[config.mk]
export PLATFORM = sky130hd
export DESIGN_NAME = wdg_windowed
export DESIGN_NICKNAME = d
export VERILOG_FILES = /design/src/verilog/wdg_pkg.sv /design/src/verilog/wdg_sticky.sv /design/src/verilog/wdg_windowed.sv
export SDC_FILE = /design/constraint.sdc
export NUM_CORES = 1
export LEC_CHECK = 0
export ABC_CLOCK_PERIOD_IN_PS = 4300
export CORE_UTILIZATION = 45
export DETAILED_ROUTE_END_ITERATION = 8
export DONT_BUFFER_PORTS = 1
export HOLD_SLACK_MARGIN = 0.15
export SYNTH_ARGS = -nofsm -noshare
export SYNTH_HDL_FRONTEND = slang
export SYNTH_SLANG_ARGS = --single-unit
[constraint.sdc]
create_clock -name mclk_i -period 4.3 [get_ports mclk_i]
set_input_delay 0.86 -clock mclk_i [delete_from_list [all_inputs] [get_ports mclk_i]]
set_output_delay 0.86 -clock mclk_i [all_outputs]
set_load 0.005 [all_outputs]
[src/verilog/wdg_pkg.sv]
// Shared constants and types for the windowed watchdog.
// Assumes a 250 MHz system clock and an Avalon-MM slave port with byte addresses.
package wdg_pkg;

  ////////////////////////////////////////////////////////////////////////////////
  // Bus geometry
  localparam int ADDR_W = 8;
  localparam int DATA_W = 32;
  localparam int BE_W   = 4;

  ////////////////////////////////////////////////////////////////////////////////
  // Register byte offsets
  localparam logic [ADDR_W-1:0] OFF_CTRL      = 8'h00;
  localparam logic [ADDR_W-1:0] OFF_REFRESH   = 8'h04;
  localparam logic [ADDR_W-1:0] OFF_COUNT     = 8'h08;
  localparam logic [ADDR_W-1:0] OFF_OPTION    = 8'h0C;
  localparam logic [ADDR_W-1:0] OFF_CAUSE     = 8'h10;
  localparam logic [ADDR_W-1:0] OFF_NMI_STAT  = 8'h14;
  localparam logic [ADDR_W-1:0] OFF_IRQ_STAT  = 8'h18;
  localparam logic [ADDR_W-1:0] OFF_IRQ_MASK  = 8'h1C;

  // Field positions
  localparam int CTRL_START_BIT = 0;
  localparam int CAUSE_W        = 2;    // [0] timeout, [1] bad refresh
  localparam int CAUSE_TMO_BIT  = 0;
  localparam int CAUSE_BAD_BIT  = 1;
  localparam int NMI_W          = 1;    // [0] watchdog NMI source flag
  localparam int IRQ_W          = 3;    // [0] timeout, [1] bad refresh, [2] good refresh
  localparam int IRQ_TMO_BIT    = 0;
  localparam int IRQ_BAD_BIT    = 1;
  localparam int IRQ_OK_BIT     = 2;

  // Refresh key in the low byte of a refresh write
  localparam logic [7:0] REFRESH_KEY = 8'hA5;

  // Reset values
  localparam logic [IRQ_W-1:0] IRQ_MASK_RST = 3'h0;

  ////////////////////////////////////////////////////////////////////////////////
  // Count timing
  localparam int CLK_MHZ  = 250;
  localparam int TICK_NS  = 1000;                                   // Count tick period
  localparam int TICK_CYC = (TICK_NS * CLK_MHZ) / 1000;             // Cycles per tick
  localparam int TICK_W   = $clog2(TICK_CYC);

  // Counter top values selected by the option word
  localparam logic [15:0] TOP_SEL0 = 16'h03FF;
  localparam logic [15:0] TOP_SEL1 = 16'h0FFF;
  localparam logic [15:0] TOP_SEL2 = 16'h1FFF;
  localparam logic [15:0] TOP_SEL3 = 16'h3FFF;

  ////////////////////////////////////////////////////////////////////////////////
  // Types
  typedef enum logic {
    ACT_RESET,
    ACT_NMI
  } wdg_action_e;

  // Option word layout, MSB first
  typedef struct packed {
    logic [23:0] rsvd;
    logic [1:0]  win_end;     // Window lower bound, in quarters of top
    logic [1:0]  win_start;   // Window upper bound, top minus quarters
    logic [1:0]  period;      // Counter top select
    wdg_action_e action;      // Error action
    logic        auto_start;  // Start counting on reset release
  } wdg_opt_s;

  // Avalon-MM request from the master
  typedef struct packed {
    logic              read;
    logic              write;
    logic [ADDR_W-1:0] address;
    logic [DATA_W-1:0] writedata;
    logic [BE_W-1:0]   byteenable;
  } wdg_avs_req_s;

endpackage

[src/verilog/wdg_sticky.sv]
// Sticky flag bank, set by hardware events and cleared by writing ones.
// Assumes set and clear arrive as single-cycle vectors in the same clock.
`timescale 1ns/10ps
module wdg_sticky #(
  parameter int W = 1
) (
  input  wire logic         clk_i,
  input  wire logic         rst_n_i,
  input  wire logic [W-1:0] set_i,
  input  wire logic [W-1:0] clr_i,
  output logic      [W-1:0] flag_o
);

  ////////////////////////////////////////////////////////////////////////////////
  // Set wins over a clear in the same cycle
  always_ff @(posedge clk_i or negedge rst_n_i) begin
    if (!rst_n_i) begin
      flag_o <= '0;
    end else begin
      flag_o <= (flag_o & ~clr_i) | set_i;
    end
  end

endmodule

[src/verilog/wdg_windowed.sv]
// Windowed watchdog with reset or NMI error action and reset-cause record.
// Assumes an Avalon-MM master, a system reset and a separate power-on reset.
//
// How it works
// - A counter that runs out before a refresh flags a watchdog error.
// - Refresh counts only inside the window; early or late refresh is an error.
// - Each error either requests a system reset or raises the NMI.
// - Window, period and action come only from the option word; start comes from it or from a control register write.
// - The option word is captured when reset releases and then frozen.
// - In NMI mode an error sets the watchdog NMI source flag.
// - A reset-cause record survives system reset and is readable by software.
// - The cause record is set for both timeout and bad refresh.
`timescale 1ns/10ps
module wdg_windowed #(
  parameter int CNT_W    = 16,
  parameter int TICK_CYC = wdg_pkg::TICK_CYC  // Clock cycles per count tick
) (
  input  wire logic                      mclk_i,
  input  wire logic                      rst_n_i,
  input  wire logic                      por_n_i,
  input  wire logic [31:0]               reset_option_word_i,
  input  wire wdg_pkg::wdg_avs_req_s     avs_req_i,
  output logic      [wdg_pkg::DATA_W-1:0] avs_readdata_o,
  output logic                           avs_waitrequest_o,
  output logic                           sys_reset_req_o,
  output logic                           nmi_o,
  output logic                           irq_o
);

  ////////////////////////////////////////////////////////////////////////////////
  // Local constants; the prescaler is kept at least one bit wide
  localparam int                TICK_W    = (TICK_CYC > 1) ? $clog2(TICK_CYC) : 1;
  localparam logic [TICK_W-1:0] TICK_LAST = TICK_W'(TICK_CYC - 1);  // Final prescaler state

  ////////////////////////////////////////////////////////////////////////////////
  // Declarations
  wdg_pkg::wdg_opt_s                opt_r;
  logic                             opt_loaded_r;
  logic                             running_r;
  logic                             halted_r;
  logic [CNT_W-1:0]                 count_r;
  logic [TICK_W-1:0]                tick_cnt_r;
  logic                             ack_r;
  logic [wdg_pkg::DATA_W-1:0]       rdata_r;
  logic [wdg_pkg::IRQ_W-1:0]        irq_mask_r;
  logic [wdg_pkg::CAUSE_W-1:0]      cause_q;
  logic [wdg_pkg::NMI_W-1:0]        nmi_q;
  logic [wdg_pkg::IRQ_W-1:0]        irq_q;
  logic [CNT_W-1:0]                 top_val;
  logic [CNT_W-1:0]                 quarter;
  logic [CNT_W-1:0]                 win_hi;
  logic [CNT_W-1:0]                 win_lo;
  logic                             in_window;
  logic                             req_any;
  logic                             wr_acc;
  logic                             wr_lo;
  logic                             tick;
  logic                             start_req;
  logic                             refresh_wr;
  logic                             refresh_ok;
  logic                             refresh_bad;
  logic                             timeout;
  logic                             wdg_err;
  logic [wdg_pkg::DATA_W-1:0]       wmask;
  logic [wdg_pkg::DATA_W-1:0]       w1c;
  logic [wdg_pkg::CAUSE_W-1:0]      cause_set;
  logic [wdg_pkg::CAUSE_W-1:0]      cause_clr;
  logic [wdg_pkg::NMI_W-1:0]        nmi_set;
  logic [wdg_pkg::NMI_W-1:0]        nmi_clr;
  logic [wdg_pkg::IRQ_W-1:0]        irq_set;
  logic [wdg_pkg::IRQ_W-1:0]        irq_clr;
  logic [wdg_pkg::DATA_W-1:0]       rdata_nxt;

  ////////////////////////////////////////////////////////////////////////////////
  // Avalon slave handshake: one wait state per access
  // The wait state gives the read mux a full cycle into rdata_r
  assign req_any           = avs_req_i.read | avs_req_i.write;
  assign avs_waitrequest_o = req_any & ~ack_r;
  assign wr_acc            = avs_req_i.write & ack_r;
  assign wr_lo             = wr_acc & avs_req_i.byteenable[0];
  assign avs_readdata_o    = rdata_r;

  // Acknowledge toggles high for the cycle after a request appears
  // A held request therefore sees waitrequest fall on every second edge
  always_ff @(posedge mclk_i or negedge rst_n_i) begin
    if (!rst_n_i) begin
      ack_r <= 1'b0;
    end else begin
      ack_r <= req_any & ~ack_r;
    end
  end

  // Byte lane mask for write-one-to-clear fields
  // Lanes with byteenable low never clear a flag
  always_comb begin
    for (int i = 0; i < wdg_pkg::BE_W; i++) begin
      wmask[i*8 +: 8] = {8{avs_req_i.byteenable[i]}};
    end
    w1c = (wr_acc ? avs_req_i.writedata : '0) & wmask;
  end

  ////////////////////////////////////////////////////////////////////////////////
  // Option word capture on the first clock after reset release
  // Later changes on the option pins wait for the next system reset
  always_ff @(posedge mclk_i or negedge rst_n_i) begin
    if (!rst_n_i) begin
      opt_r        <= '0;
      opt_loaded_r <= 1'b0;
    end else if (!opt_loaded_r) begin
      opt_r        <= wdg_pkg::wdg_opt_s'(reset_option_word_i);
      opt_loaded_r <= 1'b1;
    end
  end

  ////////////////////////////////////////////////////////////////////////////////
  // Period and window derived from the captured option word
  // Nothing written at run time can alter these values
  always_comb begin
    case (opt_r.period)
      2'h0:    top_val = CNT_W'(wdg_pkg::TOP_SEL0);
      2'h1:    top_val = CNT_W'(wdg_pkg::TOP_SEL1);
      2'h2:    top_val = CNT_W'(wdg_pkg::TOP_SEL2);
      2'h3:    top_val = CNT_W'(wdg_pkg::TOP_SEL3);
      default: top_val = CNT_W'(wdg_pkg::TOP_SEL0);
    endcase
  end

  // Window spans win_lo..win_hi of the down-counting value
  // Above win_hi a refresh is early, below win_lo it is late
  assign quarter   = top_val >> 2;
  assign win_hi    = CNT_W'(top_val - CNT_W'(quarter * opt_r.win_start));
  assign win_lo    = CNT_W'(quarter * opt_r.win_end);
  assign in_window = (count_r <= win_hi) && (count_r >= win_lo);

  ////////////////////////////////////////////////////////////////////////////////
  // Event decode
  // Refreshes are ignored before the start and after a reset request
  // A good refresh on the timeout tick wins over the timeout
  assign start_req   = wr_lo && (avs_req_i.address == wdg_pkg::OFF_CTRL)
                       && avs_req_i.writedata[wdg_pkg::CTRL_START_BIT];
  assign refresh_wr  = wr_lo && (avs_req_i.address == wdg_pkg::OFF_REFRESH);
  assign refresh_ok  = refresh_wr && running_r && !halted_r && in_window
                       && (avs_req_i.writedata[7:0] == wdg_pkg::REFRESH_KEY);
  assign refresh_bad = refresh_wr && running_r && !halted_r && !refresh_ok;
  assign tick        = running_r && !halted_r
                       && (tick_cnt_r == TICK_LAST);
  assign timeout     = tick && (count_r == '0) && !refresh_ok;
  assign wdg_err     = timeout | refresh_bad;

  ////////////////////////////////////////////////////////////////////////////////
  // Run state: started by option or software, never stopped except by reset
  // Software cannot stop it, so a runaway program cannot disarm it
  always_ff @(posedge mclk_i or negedge rst_n_i) begin
    if (!rst_n_i) begin
      running_r <= 1'b0;
    end else if (!opt_loaded_r) begin
      running_r <= 1'b0;
    end else if (!running_r && (opt_r.auto_start || start_req)) begin
      running_r <= 1'b1;
    end
  end

  // Tick prescaler, restarted with each good refresh so a refresh gives a full period
  // This keeps the window edges exact relative to the last good refresh
  always_ff @(posedge mclk_i or negedge rst_n_i) begin
    if (!rst_n_i) begin
      tick_cnt_r <= '0;
    end else if (!running_r || refresh_ok || tick) begin
      tick_cnt_r <= '0;
    end else begin
      tick_cnt_r <= tick_cnt_r + 1'b1;
    end
  end

  // Down counter
  // Priority: reload by refresh, reload by NMI-mode error, then count
  always_ff @(posedge mclk_i or negedge rst_n_i) begin
    if (!rst_n_i) begin
      count_r <= '0;
    end else if (!running_r) begin
      count_r <= top_val;
    end else if (refresh_ok) begin
      count_r <= top_val;
    end else if (wdg_err && (opt_r.action == wdg_pkg::ACT_NMI)) begin
      count_r <= top_val;  // NMI mode keeps watching after an error
    end else if (tick) begin
      count_r <= count_r - 1'b1;
    end
  end

  ////////////////////////////////////////////////////////////////////////////////
  // Error action: reset request holds until the system reset arrives
  // Counting stops so no second error can follow the first
  always_ff @(posedge mclk_i or negedge rst_n_i) begin
    if (!rst_n_i) begin
      halted_r <= 1'b0;
    end else if (wdg_err && (opt_r.action == wdg_pkg::ACT_RESET)) begin
      halted_r <= 1'b1;
    end
  end

  assign sys_reset_req_o = halted_r;

  ////////////////////////////////////////////////////////////////////////////////
  // Sticky flags
  // Every flag is cleared by writing a one; a set in the same cycle wins
  always_comb begin
    cause_set                         = '0;
    cause_set[wdg_pkg::CAUSE_TMO_BIT] = timeout;
    cause_set[wdg_pkg::CAUSE_BAD_BIT] = refresh_bad;
    cause_clr = (avs_req_i.address == wdg_pkg::OFF_CAUSE)
                ? w1c[wdg_pkg::CAUSE_W-1:0] : '0;
    nmi_set   = {wdg_pkg::NMI_W{wdg_err && (opt_r.action == wdg_pkg::ACT_NMI)}};
    nmi_clr   = (avs_req_i.address == wdg_pkg::OFF_NMI_STAT)
                ? w1c[wdg_pkg::NMI_W-1:0] : '0;
    irq_set                       = '0;
    irq_set[wdg_pkg::IRQ_TMO_BIT] = timeout;
    irq_set[wdg_pkg::IRQ_BAD_BIT] = refresh_bad;
    irq_set[wdg_pkg::IRQ_OK_BIT]  = refresh_ok;
    irq_clr   = (avs_req_i.address == wdg_pkg::OFF_IRQ_STAT)
                ? w1c[wdg_pkg::IRQ_W-1:0] : '0;
  end

  // Reset cause lives on the power-on reset so it outlasts a watchdog reset
  // Clearing it is left to software once the cause has been read
  wdg_sticky #(
    .W (wdg_pkg::CAUSE_W)
  ) u_cause (
    .clk_i   (mclk_i),
    .rst_n_i (por_n_i),
    .set_i   (cause_set),
    .clr_i   (cause_clr),
    .flag_o  (cause_q)
  );

  // Watchdog NMI source flag
  // Only an error in NMI mode sets it
  wdg_sticky #(
    .W (wdg_pkg::NMI_W)
  ) u_nmi (
    .clk_i   (mclk_i),
    .rst_n_i (rst_n_i),
    .set_i   (nmi_set),
    .clr_i   (nmi_clr),
    .flag_o  (nmi_q)
  );

  // Maskable event status
  // Timeout, bad refresh and good refresh, each with its own mask bit
  wdg_sticky #(
    .W (wdg_pkg::IRQ_W)
  ) u_irq (
    .clk_i   (mclk_i),
    .rst_n_i (rst_n_i),
    .set_i   (irq_set),
    .clr_i   (irq_clr),
    .flag_o  (irq_q)
  );

  // Level outputs from the flag registers, the IRQ gated by its mask
  assign nmi_o = |nmi_q;
  assign irq_o = |(irq_q & irq_mask_r);

  ////////////////////////////////////////////////////////////////////////////////
  // Interrupt mask register
  // All events are masked after reset until software opts in
  always_ff @(posedge mclk_i or negedge rst_n_i) begin
    if (!rst_n_i) begin
      irq_mask_r <= wdg_pkg::IRQ_MASK_RST;
    end else if (wr_lo && (avs_req_i.address == wdg_pkg::OFF_IRQ_MASK)) begin
      irq_mask_r <= avs_req_i.writedata[wdg_pkg::IRQ_W-1:0];
    end
  end

  ////////////////////////////////////////////////////////////////////////////////
  // Read mux; unmapped and write-only offsets read as zero
  // Decoded from the live address and captured in the wait cycle
  always_comb begin
    rdata_nxt = '0;
    case (avs_req_i.address)
      wdg_pkg::OFF_CTRL:     rdata_nxt[wdg_pkg::CTRL_START_BIT] = running_r;
      wdg_pkg::OFF_COUNT:    rdata_nxt[CNT_W-1:0] = count_r;
      wdg_pkg::OFF_OPTION:   rdata_nxt = opt_r;
      wdg_pkg::OFF_CAUSE:    rdata_nxt[wdg_pkg::CAUSE_W-1:0] = cause_q;
      wdg_pkg::OFF_NMI_STAT: rdata_nxt[wdg_pkg::NMI_W-1:0] = nmi_q;
      wdg_pkg::OFF_IRQ_STAT: rdata_nxt[wdg_pkg::IRQ_W-1:0] = irq_q;
      wdg_pkg::OFF_IRQ_MASK: rdata_nxt[wdg_pkg::IRQ_W-1:0] = irq_mask_r;
      default:               rdata_nxt = '0;
    endcase
  end

  // Read data captured in the wait cycle, standing at the acknowledge edge
  // Held until the next read so a slow master still sees it
  always_ff @(posedge mclk_i or negedge rst_n_i) begin
    if (!rst_n_i) begin
      rdata_r <= '0;
    end else if (avs_req_i.read && !ack_r) begin
      rdata_r <= rdata_nxt;
    end
  end

endmodule
Word-level counts from Yosys, hierarchy flattened --
Index checks and enable logic that the tools add are counted.
Storage, ports and cells: flip-flop bits (word level) 101, input port bits 81, output and inout bits 36
Operators by class: add/sub/neg operators 3, $mul 2, $lt $le $gt $ge 2, equal/unequal tests 14, multiplexer cells 17, bitwise operators 18, reductions and logical operators 29
Operators by type and width (number):
- $mux W16 | 5
- $pmux W16 S4 | 1
- $eq A8 B5 Y1 const B | 4
- $mul A14 B2 Y16 | 2
- $pmux W13 S2 | 1
- $logic_and A1 B1 Y1 | 18
- $eq A8 B4 Y1 const B | 2
- $eq A8 B8 Y1 const B | 2
- $ge A16 B16 Y1 | 1
- $le A16 B16 Y1 | 1
- $logic_not A16 Y1 | 1
- $sub A16 B1 Y16 const B | 1
- $sub A16 B16 Y16 | 1
- $and A3 B3 Y3 | 3
- $add A8 B1 Y8 const B | 1
- $eq A8 B3 Y1 const B | 1
- $logic_not A8 Y1 | 1
- $mux W8 | 1
- $pmux W1 S7 | 1
- $mux W3 | 2
- $pmux W1 S5 | 1
- $and A1 B1 Y1 | 4
- $eq A2 B2 Y1 const B | 2
- $logic_not A1 Y1 | 4
- other kinds (16) | 24

Logic depth before layout (Yosys ltp) --
word-level depth 15, depth in mapped cells 22, gate-level depth less buffers 19

Cells and area by module --
From an unflattened synthesis, not the netlist that was laid out.
Second synthesis, totals: cell total of the unflattened synthesis 622, area, all modules 6077.1 sq um
By module, submodules not included:
- wdg_windowed | instances 1, cells each 604, area each 5859.4 sq um, seq. area each 2377.3 sq um
- wdg_sticky at u_irq | instances 1, cells each 9, area each 108.9 sq um, seq. area each 75.1 sq um
- wdg_sticky at u_cause | instances 1, cells each 6, area each 72.6 sq um, seq. area each 50.0 sq um
- wdg_sticky at u_nmi | instances 1, cells each 3, area each 36.3 sq um, seq. area each 25.0 sq um

Worst setup path after synthesis --
OpenSTA, ideal clock, no wires.
path kind reg2reg, start reg opt_r[2] (netlist bit), end reg count_r[12], library setup time 0.125 ns, arrival 4.341 ns, slack -0.166 ns, cell stages (with the launch flop) 19, buffers on the path 1, period minus slack after synthesis 4.466 ns, cell sequence dfrtp_1 > nor2_1 > fa_1 > inv_1 > ha_1 > ha_1 > o21ai_0 > a21oi_1 > or3_1 > a31oi_1 > xor2_1 > ha_1 > nand3_1 > or3b_2 > o211a_1 > o211ai_2 > and3_1 > buf_6 > mux2_4
On the way: longest elaborated chain between the ends 15, elaborated cells on any way between the ends 22, classes of those cells add/sub (1); mul (2); order compare (2); eq/ne (4); mux (4); bitwise (1); reduce/logical (8)
Ends and longest elaborated chain:
- from (decl) | RTL line wdg_windowed.sv:37 | wdg_pkg::wdg_opt_s opt_r;
- from (signal assigned) | RTL line wdg_windowed.sv:110 | opt_r <= wdg_pkg::wdg_opt_s'(reset_option_word_i);
- $eq A2 B2 Y1, or another cell as far along | RTL line wdg_windowed.sv:119 | case (opt_r.period)
- $pmux W16 S4 * | RTL line wdg_windowed.sv:119
- $mul A14 B2 Y16 | RTL line wdg_windowed.sv:131 | assign win_hi = CNT_W'(top_val - CNT_W'(quarter * opt_r.win_start));
- $sub A16 B16 Y16 | RTL line wdg_windowed.sv:131
- $le A16 B16 Y1 | RTL line wdg_windowed.sv:133 | assign in_window = (count_r <= win_hi) && (count_r >= win_lo);
- $logic_and A1 B1 Y1 | RTL line wdg_windowed.sv:133
- $logic_and A1 B1 Y1 | RTL line wdg_windowed.sv:142 | assign refresh_ok = refresh_wr && running_r && !halted_r && in_window
- $logic_and A1 B1 Y1 | RTL line wdg_windowed.sv:143 | && (avs_req_i.writedata[7:0] == wdg_pkg::REFRESH_KEY);
- $logic_not A1 Y1 | RTL line wdg_windowed.sv:144, wdg_windowed.sv:147
- $logic_and A1 B1 Y1 (on tied branches) | RTL line wdg_windowed.sv:147, wdg_windowed.sv:144
- $or A1 B1 Y1 | RTL line wdg_windowed.sv:148 | assign wdg_err = timeout | refresh_bad;
- $logic_and A1 B1 Y1 | RTL line wdg_windowed.sv:184 | end else if (wdg_err && (opt_r.action == wdg_pkg::ACT_NMI)) begin
- $mux W16 | RTL line wdg_windowed.sv:184
- $mux W16 | RTL line wdg_windowed.sv:182 | end else if (refresh_ok) begin
- $mux W16 | RTL line wdg_windowed.sv:180 | end else if (!running_r) begin
- to (signal assigned) | RTL line wdg_windowed.sv:181 | count_r <= top_val;
- to (signal assigned) | RTL line wdg_windowed.sv:183 | count_r <= top_val;
- to (signal assigned) | RTL line wdg_windowed.sv:185 | count_r <= top_val;
- to (decl) | RTL line wdg_windowed.sv:41 | logic [CNT_W-1:0] count_r;
Mark *: on every way between the ends. The rest lies on a longest branch, timed or not. The select of a mux whose other input is x is not followed. A chain may end at the register's enable or synchronous reset.

Worst setup path after layout --
start reg opt_r[3] (netlist bit), end reg count_r[11]
Same word-level chain as after synthesis.

==> impl_metrics.json <==
{
  "busiest_layer": "met2",
  "use_met2": 0.3302,
  "initialDrtViolationCount": 315,
  "syn_to_final_growth_pct": 15.30,
  "nets": 712,
  "end_kind": "flop",
  "crit_chain": "and2_4 -> fa_1 -> inv_2 -> ha_4 -> ha_4 -> o21ai_2 -> a21oi_2 -> or3_4 -> a31oi_4 -> xor2_1 -> ha_1 -> nand3_2 -> or3b_4 -> o211a_1 -> o211ai_2 -> and3_4 -> buf_6 -> mux2i_1",
  "avgSynthCellArea_sq_um": 10.56,
  "dieArea_sq_um": 13440,
  "multiInputGateArea_sq_um": 3386,
  "setup_violations": 0,
  "grt_overflow": 0,
  "pin_count": 117,
  "drv_slew": 0,
  "pre_cts_ws_ns": -0.2606,
  "grt_pass1_wl_um": 20870,
  "grtUsageMet3": 0.05230,
  "seq_area_frac_synth": 0.4327,
  "post_route_cells_drive_above_1_share": 0.2457,
  "synth_top_cell_area_share": 0.4327,
  "synthCells": 553,
  "maxCapViolations": 0,
  "num_antenna_cells": 0,
  "syn_area_sq_um": 5841,
  "ys_ff_latch": 101,
  "p_per_area_nw_per_um2": 377.0,
  "syn-num-nets": 691,
  "hold_path.class": "input pin to asynchronous set/reset pin",
  "wl_um": 13460,
  "use_met1": 0.2744,
  "regArea_sq_um": 2532,
  "dp.final_hpwl_um": 9878,
  "reg2reg_depth": 18,
  "chipWidth_um": 115.9,
  "antenna_found_initial": 0,
  "initial_utilization": 0.4628,
  "num_rows": 41,
  "synthTopCellsByArea": "dfrtp_1 43%, ha_1 12%, mux2_2 7.1%, nand2_1 3.6%, mux2i_1 3.1%",
  "drtPass1Iterations": 5,
  "fill_cells": 1178,
  "max-vdd-ir-drop_uv": 215.1,
  "post_drt_wl_per_cell_um": 17.95,
  "vias_per_cell": 5.592,
  "die_h_um": 115.9,
  "cts_buffer_depth": 2,
  "grt_pass1_vias": 4023,
  "cp.required_ns": 4.56,
  "grt_usage": 0.2037,
  "relSlewSlack": 0.4423,
  "cts_made_buffers": 9,
  "r2r-end": "count_r[11]",
  "synth_edf_count": 0,
  "dr_total_vias": 4194,
  "worstPathArrival_ns": 4.55,
  "final.setup_skew_ns": 0.007001,
  "finalCriticalPeriod_ns": 4.292,
  "yosysWarningCount": 0,
  "cts_tree": "built",
  "synthFlopType": "dfrtp_1",
  "async_flop_share": 1.000,
  "slowest_stage": "fa_1",
  "grt_max_degree": 100,
  "timing.hold.ws_ns": 0.2101,
  "path_class": "flop to flop",
  "drc": 0,
  "core_sq_um": 12620,
  "fmax_ghz": 0.2330,
  "antenna_left": 0,
  "netlist_top_cells_count": "101 x dfrtp_1, 56 x nand2_1, 55 x ha_1, 37 x mux2_2, 37 x nor2_1",
  "insertion_delay_ns": 0.34,
  "place_congestion": 0.8584,
  "cts_num_sinks": 101,
  "clk_pin_slew_ns": 0.07,
  "rsz0062_at_grt": "yes",
  "cts.htree.levels": 3,
  "tns_ns": 0,
  "tightest_slew_ns": 0.8289,
  "synth_cell_type_count": 55,
  "cp-start-kind": "flop",
  "period_share": 0.9982,
  "finalHoldViolations": 0,
  "cts-root-buf": "clkbuf_16",
  "timing.rr.start": "opt_r[3]",
  "fin_ws_ns": 0.007646,
  "outcome": "finished clean",
  "path_common_cell": "ha_4",
  "io_buffers": 0,
  "critical-path-max-stage-delay_ns": 0.55,
  "synth_area_leader_cell": "dfrtp_1",
  "yosysMostFrequentCell": "dfrtp_1",
  "r2r_slack_ns": 0.008,
  "leakage_nw": 2.980,
  "cp_max_fo": 7
}
worst max path at each step:
stage	startpoint	end	slack, ns	cells past startpoint
2_1_floorplan	opt_r[3]	count_r[12]	0.009	20
3_3_place_gp	opt_r[3]	count_r[10]	-0.20	20
3_5_place_dp	opt_r[3]	count_r[10]	-0.26	20
4_1_cts	opt_r[3]	count_r[12]	0.007	18
5_1_grt	opt_r[2]	tick_cnt_r[6]	-0.17	19
6_report	opt_r[3]	count_r[11]	0.008	18
per-layer routing:
layer  share of wire  up-vias
met5               0        -
met4          0.0062        0
met3           0.066        6
met2            0.48      100
met1            0.45     2074
li1                -     2014
sequential cells by signal, summed over array words and instances (netlist names), 2 cells and up:
register,cells
avs_readdata_o,32
count_r,16
irq_mask_r,3
opt_r,32
tick_cnt_r,8
u_cause.flag_o,2
u_irq.flag_o,3
placed cells by master (no fill, tap or decap), types with 7 or more instances in the layout:
master,n
nand2b_1,7
a21o_1,7
nand3_1,13
nand2_1,45
inv_1,14
mux2i_1,18
dfrtp_1,97
xnor2_1,18
a22o_1,17
nand2_2,11
nor2_1,30
o21ai_0,25
clkbuf_16,9
xor2_1,12
ha_1,50
buf_4,24
mux2_2,37
a21oi_1,18
area by class of cell:
| cell class | instances | area share |
|---|---|---|
| Tap cell | 172 | 0.03196 |
| Multi-Input combinational cell | 416 | 0.5028 |
| Sequential cell | 101 | 0.3761 |
| Inverter | 17 | 0.009476 |
| Clock buffer | 9 | 0.03344 |
| Clock inverter | 6 | 0.01059 |
| Timing Repair Buffer | 29 | 0.03567 |
repair_timing:
action                                  4_1_cts  5_1_grt
setup buffers                                 0        6
resized for setup                            18       38
endpoints found under the setup margin       31       31
hold buffers                                  0        0
pin swaps                                    11       15
power by group:
| part | total [mW] | leakage, nW | internal [mW] | switching, mW |
|---|---|---|---|---|
| Sequential | 1.04 | 1.26 | 0.993 | 0.0518 |
| Clock | 0.810 | 0.144 | 0.454 | 0.356 |
| Combinational | 0.684 | 1.57 | 0.344 | 0.339 |
| Total | 2.54 | 2.98 | 1.79 | 0.747 |
metrics by stage:
stage | power [mW] | area, sq um | cells | util
2_1_floorplan | 1.512 | 5909 | 553 | -
4_1_cts | 2.508 | 6546 | 744 | 0.5187
6_report | 2.538 | 6734 | 750 | 0.5336
3_5_place_dp | 1.665 | 6196 | 729 | 0.4910
3_3_place_gp | 1.635 | 6196 | 729 | 0.4910
5_1_grt | 2.689 | 6734 | 750 | 0.5336
critical path, delay by kind of cell (launching register included):
kind	cells	cell delay (ns)
flops	1	0.47
compound gates	5	0.61
buf+inv	2	0.19
mux	1	0.19
xor+xnor	1	0.09
simple gates	5	1.34
fa+ha+maj	4	1.32
cell families (layout without fill, tap and decap cells):
logic type | Yosys count | after routing | synth area share
AOI/OAI and AO/OA | 97 | 97 | 0.1099
buffers and inverters | 36 | 61 | 0.02485
muxes | 57 | 57 | 0.1086
and+or+nand+nor | 174 | 174 | 0.1536
adders and majority gates | 57 | 57 | 0.1247
other | 1 | 1 | 0.0006421
xor gates and xnor gates | 30 | 30 | 0.04499
DFF | 101 | 101 | 0.4327
Power figures use the tool's default switching activity.
